File: config.mk
export PLATFORM = sky130hd
export DESIGN_NAME = reset_and_stop_exit_sequencer
export DESIGN_NICKNAME = d
export VERILOG_FILES = /design/src/hw/rst_seq_pkg.sv /design/src/hw/reset_stretch.sv /design/src/hw/reset_and_stop_exit_sequencer.sv
export SDC_FILE = /design/constraint.sdc
export NUM_CORES = 1
export LEC_CHECK = 0
export ABC_AREA = 1
export BUFFER_PORTS_ARGS = -buffer_cell sky130_fd_sc_hd__buf_2
export CAP_MARGIN = 20
export CORE_ASPECT_RATIO = 0.9
export CORE_UTILIZATION = 41
export CTS_CLUSTER_DIAMETER = 80
export DETAILED_ROUTE_END_ITERATION = 8
export PLACE_DENSITY = 0.72
export SYNTH_ARGS = -nofsm -noshare
export SYNTH_HDL_FRONTEND = slang
export SYNTH_SLANG_ARGS = --single-unit
export TNS_END_PERCENT = 30
File: constraint.sdc
create_clock -name clk_sys -period 1.7 [get_ports clk_sys]
set_input_delay 0.17 -clock clk_sys [delete_from_list [all_inputs] [get_ports clk_sys]]
set_output_delay 0.17 -clock clk_sys [all_outputs]
set_load 0.005 [all_outputs]
File: src/hw/rst_seq_pkg.sv
package rst_seq_pkg;

	// clock of the sequencer, in MHz (period 25 ns)
	localparam int CLK_MHZ = 40;

	// least width of any reset source that is safe mid external access, in ns; the watchdog reset here lasts one cycle
	localparam int MIN_RESET_NS = 2000;
	// least reset width rounds up to whole cycles
	localparam int MIN_RESET_CYC = (MIN_RESET_NS * CLK_MHZ + 999) / 1000;

	// power-on warm-up must exceed the least width
	localparam int WARMUP_CYC = MIN_RESET_CYC + 1;

	// watchdog counter width and the count that ends the wake-up delay
	localparam int WDOG_W = 12;
	localparam logic [WDOG_W-1:0] WAKE_DELAY_CNT = 12'hfff;

	localparam int CNT_W = 8;
	localparam logic [CNT_W-1:0] CNT_ZERO = 8'h00;

	localparam logic [15:0] RESET_VECTOR = 16'h0000;

	typedef enum logic [2:0] {
		SEQ_RESET,
		SEQ_FIRST_FETCH,
		SEQ_RUN,
		SEQ_STOP,
		SEQ_WAKE
	} seq_state_e;

	// what the core sees from the sequencer
	typedef struct packed {
		logic        coreReset;
		logic        coreRun;
		logic        fetchVector;
		logic [15:0] fetchAddr;
		logic        abortAccess;
	} core_ctl_s;

endpackage

File: src/hw/reset_stretch.sv
`timescale 1ns/1ps
`default_nettype none
// counts a reset interval down; load starts a fresh interval from loadCount
module reset_stretch
	import rst_seq_pkg::*;
(
	input  wire logic             clk_sys,
	input  wire logic             rst,
	input  wire logic             load,
	input  wire logic [CNT_W-1:0] loadCount,
	output logic                  active
);
	logic [CNT_W-1:0] count;

	always_ff @(posedge clk_sys) begin
		if (rst) begin
			count <= CNT_ZERO;
		end else if (load) begin
			count <= loadCount;
		end else if (count != CNT_ZERO) begin
			count <= count - CNT_W'(1);
		end
	end

	assign active = (count != CNT_ZERO);
endmodule
`default_nettype wire

File: src/hw/reset_and_stop_exit_sequencer.sv
`timescale 1ns/1ps
`default_nettype none
module reset_and_stop_exit_sequencer
	import rst_seq_pkg::*;
(
	input  wire logic  clk_sys,
	input  wire logic  rst,
	input  wire logic  powerOnReset,
	input  wire logic  extReset,
	input  wire logic  watchdogTimeout,
	input  wire logic  watchdogResetEnable,
	input  wire logic  watchdog_restart_bit,
	input  wire logic  stopRequest,
	input  wire logic  wakeEvent,
	input  wire logic  external_data_move,
	input  wire logic  fetchDone,
	output core_ctl_s  coreCtl,
	output logic       strobeStrongDrive,
	output logic       watchdogResetPulse
);
	seq_state_e       state;
	seq_state_e       next_state;
	logic [WDOG_W-1:0] wdogCount;
	logic             porLoad;
	logic             porActive;
	logic             wdogFire;
	logic             wdogFirePrev;
	logic             abortPulse;
	logic             porPending;
	logic [CNT_W-1:0]  resetRun;

	// only the rising edge counts, so a held timeout cannot stretch reset
	assign wdogFire = watchdogTimeout & watchdogResetEnable & ~wdogFirePrev;

	always_ff @(posedge clk_sys) begin
		if (rst) begin
			wdogFirePrev <= 1'b0;
		end else begin
			wdogFirePrev <= watchdogTimeout & watchdogResetEnable;
		end
	end

	always_ff @(posedge clk_sys) begin
		if (rst) begin
			watchdogResetPulse <= 1'b0;
		end else begin
			watchdogResetPulse <= wdogFire;
		end
	end

	assign porLoad = powerOnReset;

	reset_stretch warmup (
		.clk_sys   (clk_sys),
		.rst       (rst),
		.load      (porLoad),
		.loadCount (CNT_W'(WARMUP_CYC)),
		.active    (porActive)
	);

	// watchdog counter doubles as the wake-up delay timer
	always_ff @(posedge clk_sys) begin
		if (rst) begin
			wdogCount <= '0;
		end else if (watchdog_restart_bit) begin
			wdogCount <= '0;
		end else if (state != SEQ_STOP) begin
			wdogCount <= wdogCount + WDOG_W'(1);
		end
	end

	function automatic logic anyReset(input logic por, input logic ext, input logic wd);
		anyReset = por | ext | wd;
	endfunction

	always_comb begin
		next_state = state;
		case (state)
			SEQ_RESET: begin
				if (!anyReset(porActive | porLoad, extReset, wdogFire)) begin
					next_state = SEQ_FIRST_FETCH;
				end
			end
			SEQ_FIRST_FETCH: begin
				if (fetchDone) begin
					next_state = SEQ_RUN;
				end
			end
			SEQ_RUN: begin
				if (stopRequest) begin
					next_state = SEQ_STOP;
				end
			end
			SEQ_STOP: begin
				if (wakeEvent) begin
					next_state = SEQ_WAKE;
				end
			end
			SEQ_WAKE: begin
				// count must climb to the full value, hence restart before stop
				if (wdogCount == WAKE_DELAY_CNT) begin
					next_state = SEQ_RUN;
				end
			end
			default: begin
				next_state = SEQ_RESET;
			end
		endcase
		if (anyReset(porLoad, extReset, wdogFire)) begin
			next_state = SEQ_RESET;
		end
	end

	always_ff @(posedge clk_sys) begin
		if (rst) begin
			state <= SEQ_RESET;
		end else begin
			state <= next_state;
		end
	end

	// abort an in-flight external move the moment any reset lands
	always_ff @(posedge clk_sys) begin
		if (rst) begin
			abortPulse <= 1'b0;
		end else begin
			abortPulse <= external_data_move & anyReset(porLoad, extReset, wdogFire);
		end
	end

	// one process drives the whole bundle, so no field has two writers
	always_comb begin
		coreCtl.coreReset   = (state == SEQ_RESET);
		coreCtl.coreRun     = (state == SEQ_RUN) || (state == SEQ_FIRST_FETCH);
		coreCtl.fetchVector = (state == SEQ_FIRST_FETCH);
		coreCtl.fetchAddr   = RESET_VECTOR;
		coreCtl.abortAccess = abortPulse;
	end
	// strong drivers every first fetch, regardless of reset length
	assign strobeStrongDrive   = (state == SEQ_FIRST_FETCH);

	// the 2 us external width is relied on, not checked; the sequencer holds reset
	// for however long extReset stays high

	// length of the running reset interval, saturating so a long hold cannot wrap
	always_ff @(posedge clk_sys) begin
		if (rst) begin
			resetRun <= CNT_ZERO;
		end else if (state != SEQ_RESET) begin
			resetRun <= CNT_ZERO;
		end else if (resetRun != '1) begin
			resetRun <= resetRun + CNT_W'(1);
		end
	end

	// remembers a power-on event until its first fetch; a new event wins over the clear
	always_ff @(posedge clk_sys) begin
		if (rst) begin
			porPending <= 1'b0;
		end else if (powerOnReset) begin
			porPending <= 1'b1;
		end else if (state == SEQ_FIRST_FETCH) begin
			porPending <= 1'b0;
		end
	end
endmodule
`default_nettype wire

==> impl_metrics.env <==
export IMPL_outcome="finished, final reports clean"
export IMPL_worstPathMaxFanout=5
export IMPL_final_max_slew_viol_count=0
export IMPL_finalSetupTns_ps=0
export IMPL_swShare_pct=25.2
export IMPL_synth_top_area_share_pct=35.7
export IMPL_postSynthCellCount=213
export IMPL_min_path_type="input port to flip-flop"
export IMPL_timing_hold_worst_path_depth=3
export IMPL_seq_area_frac_synth_pct=35.7
export IMPL_drt_wl_total_microns=2380
export IMPL_grt_overflow=0
export IMPL_setup_ws_ps=263
export IMPL_yosys_area_top_type="dfxtp_1"
export IMPL_hold_worst_slack_ps=144
export IMPL_max_cap_viol_count=0
export IMPL_p_leak_nw=0.735
export IMPL_p_total_mw=1.22
export IMPL_die_area_sq_mm=0.00380
export IMPL_multiInputGateArea_sq_um=743
export IMPL_num_rows=20
export IMPL_postRouteAntennaNets=0
export IMPL_start_util_pct=43.2
export IMPL_fill_cells=351
export IMPL_ioPinCount=33
export IMPL_p_int_mw=0.912
export IMPL_cts_clk_slew_worst_paths_ps=90
export IMPL_ctsHoldBuffers=0
export IMPL_die_y_microns=58.6
export IMPL_cts_setup_buffers=0
export IMPL_nNetsFinal=245
export IMPL_endpoint_kind="flip-flop"
export IMPL_postSynthAreaPerCell_sq_um=6.85
export IMPL_viasPerCell=4.42
export IMPL_io_buffers=16
export IMPL_grt_usage_pct=13.7
export IMPL_fin_skew_ps=2.44
export IMPL_first_global_vias=997
export IMPL_die_x_microns=64.9
export IMPL_routed_via_count=1215
export IMPL_grt_max_degree=15
export IMPL_crit_arrival_ps=1640
export IMPL_finalCritPeriodShare_pct=84.5
export IMPL_reg2reg_to="state[0]"
export IMPL_drc_errors=0
export IMPL_rr_worst_depth=10
export IMPL_period_needed_ps=1440
export IMPL_layout_common_cells="37 x nor2_1, 35 x nand2_1, 29 x inv_1"
export IMPL_ff2ff_setup_slack_ps=260
export IMPL_cts_buffer_depth=2
export IMPL_layout_drive_gt1_share_pct=16.0
export IMPL_path_class="flip-flop to flip-flop"
export IMPL_antenna_found_initial=0
export IMPL_fp_coreArea_sq_mm=0.00338
export IMPL_cts_tree="built"
export IMPL_hp_start="external_data_move"
export IMPL_fmaxAchievable_mhz=696
export IMPL_synth_cell_types=27
export IMPL_crit_required_ps=1910
export IMPL_htreeDepth=1
export IMPL_rsz0062_at_grt="false"
export IMPL_setup_worst_path_start_class="flip-flop"
export IMPL_ys_ff_latch=26
export IMPL_ys_warn_count=0
export IMPL_min_to="abortPulse"
export IMPL_finalHoldViolCount=0
export IMPL_place_congestion=0.808
export IMPL_reg2reg_from="warmup.count[0]"
export IMPL_drtIter0Drc=21
export IMPL_num_antenna_cells=0
export IMPL_power_density_mw_per_mm2=773
export IMPL_ys_top_cells_by_area="dfxtp_1 36%, nor2_1 9.5%, buf_4 9.3%, nand2_1 9.0%, inv_1 7.5%"
export IMPL_ff_latch_area_sq_um=520
export IMPL_switchingPower_mw=0.307
export IMPL_dp_hpwl_microns=1910
export IMPL_root_buffer="clkbuf_8"
export IMPL_syn2layout_area_growth_pct=8.15
export IMPL_synthesis_area_sq_mm=0.00146
export IMPL_clock_sinks=26
export IMPL_pwr_share_seq_pct=53.6
export IMPL_place_ws_ps=281
export IMPL_avgRoutedWirePerCell_microns=8.65
export IMPL_cts_buffers=3
export IMPL_final_common_cell="nor2_1"
export IMPL_clkPwrFrac_pct=31.9
export IMPL_combinationalPowerShare_pct=14.5
export IMPL_grt_pass1_wl_microns=4130
export IMPL_ir_drop_mv=0.521
export IMPL_cts_resized=0
export IMPL_setup_viol=0
export IMPL_clk_latency_ps=260
export IMPL_drtPass1Iterations=4
==> final cells by class <==
type,count,share of cell area [%]
Timing Repair Buffer,17,5.55
Inverter,31,7.38
Sequential cell,26,33.0
Clock buffer,4,3.49
Multi-Input combinational cell,153,47.1
Tap cell,44,3.49
==> power groups by stage <==
stage          clock network, mW  registers [mW]  logic [mW]
6_report                   0.389           0.654       0.177
5_1_grt                    0.421           0.658       0.206
4_1_cts                    0.405           0.654       0.178
3_5_place_dp                   0           0.667       0.176
3_3_place_gp                   0           0.667       0.173
2_1_floorplan                  0           0.663       0.166
==> metal layers <==
layer	global-route usage [%]	up-vias	share of wire [%]
met4	4.13	0	0.55
met2	22.0	24	44
met1	19.2	523	52
li1	-	666	-
met5	0	-	0
met3	1.74	2	3.5
==> kinds of logic (layout without fill, tap and decap cells) <==
group                    count (synthesis)  count (layout)  share of synthesized area (%)
AO/OA/AOI/OAI                           21              21                           7.81
XOR/XNOR                                 4               4                           2.40
adder cells (fa/ha/maj)                  2               2                           1.71
buffers and inverters                   49              52                           17.2
flip-flops                              26              26                           35.7
other                                    1              16                          0.257
AND/OR/NAND/NOR                        110             110                           34.9
==> state kept, by name (all words and copies together) (netlist names) <==
signal and cells:
wdogFirePrev 1, state 3, watchdogResetPulse 1, warmup.count 8
abortPulse 1, wdogCount 12
==> cells in the mapped netlist <==
cell type / instances
a21o_1: 1
a21oi_1: 8
a31oi_1: 1
buf_4: 18
clkinv_1: 1
conb_1: 1
dfxtp_1: 26
ha_1: 2
inv_1: 29
inv_2: 1
nand2_1: 35
nand2_2: 5
nand3_1: 8
nand3_2: 1
nand4_1: 6
nor2_1: 37
nor2_2: 5
nor2_4: 3
nor3_1: 7
nor3b_1: 1
o211ai_1: 1
o21a_1: 1
o21ai_0: 9
or2_1: 1
or2_2: 1
xnor2_1: 3
xor2_1: 1
==> stage by stage <==
stage	utilization, %	area [sq um]	std cells
3_5_place_dp	45.1	1520	271
3_3_place_gp	45.1	1520	271
4_1_cts	46.7	1580	275
2_1_floorplan	-	1520	228
6_report	46.7	1580	275
5_1_grt	46.7	1580	275
==> worst max-delay path by stage <==
| stage | from | to | slack, ps |
|---|---|---|---|
| 2_1_floorplan | warmup.count[0] | state[1] | 410 |
| 3_3_place_gp | warmup.count[0] | state[0] | 300 |
| 3_5_place_dp | warmup.count[0] | state[0] | 280 |
| 4_1_cts | warmup.count[0] | state[0] | 260 |
| 5_1_grt | wdogCount[0] | state[0] | 60 |
| 6_report | warmup.count[0] | state[0] | 260 |
==> worst max-delay path, cell delays in order, from the launching register on <==
cell	delay [ps]
dfxtp_1	320
inv_1	100
ha_1	240
nand2_2	110
nor2_4	150
nand2_1	80
nand2_2	90
inv_2	50
nor2_4	110
nor2_1	40
nor2_1	90
(Power assumes the default switching activity.)
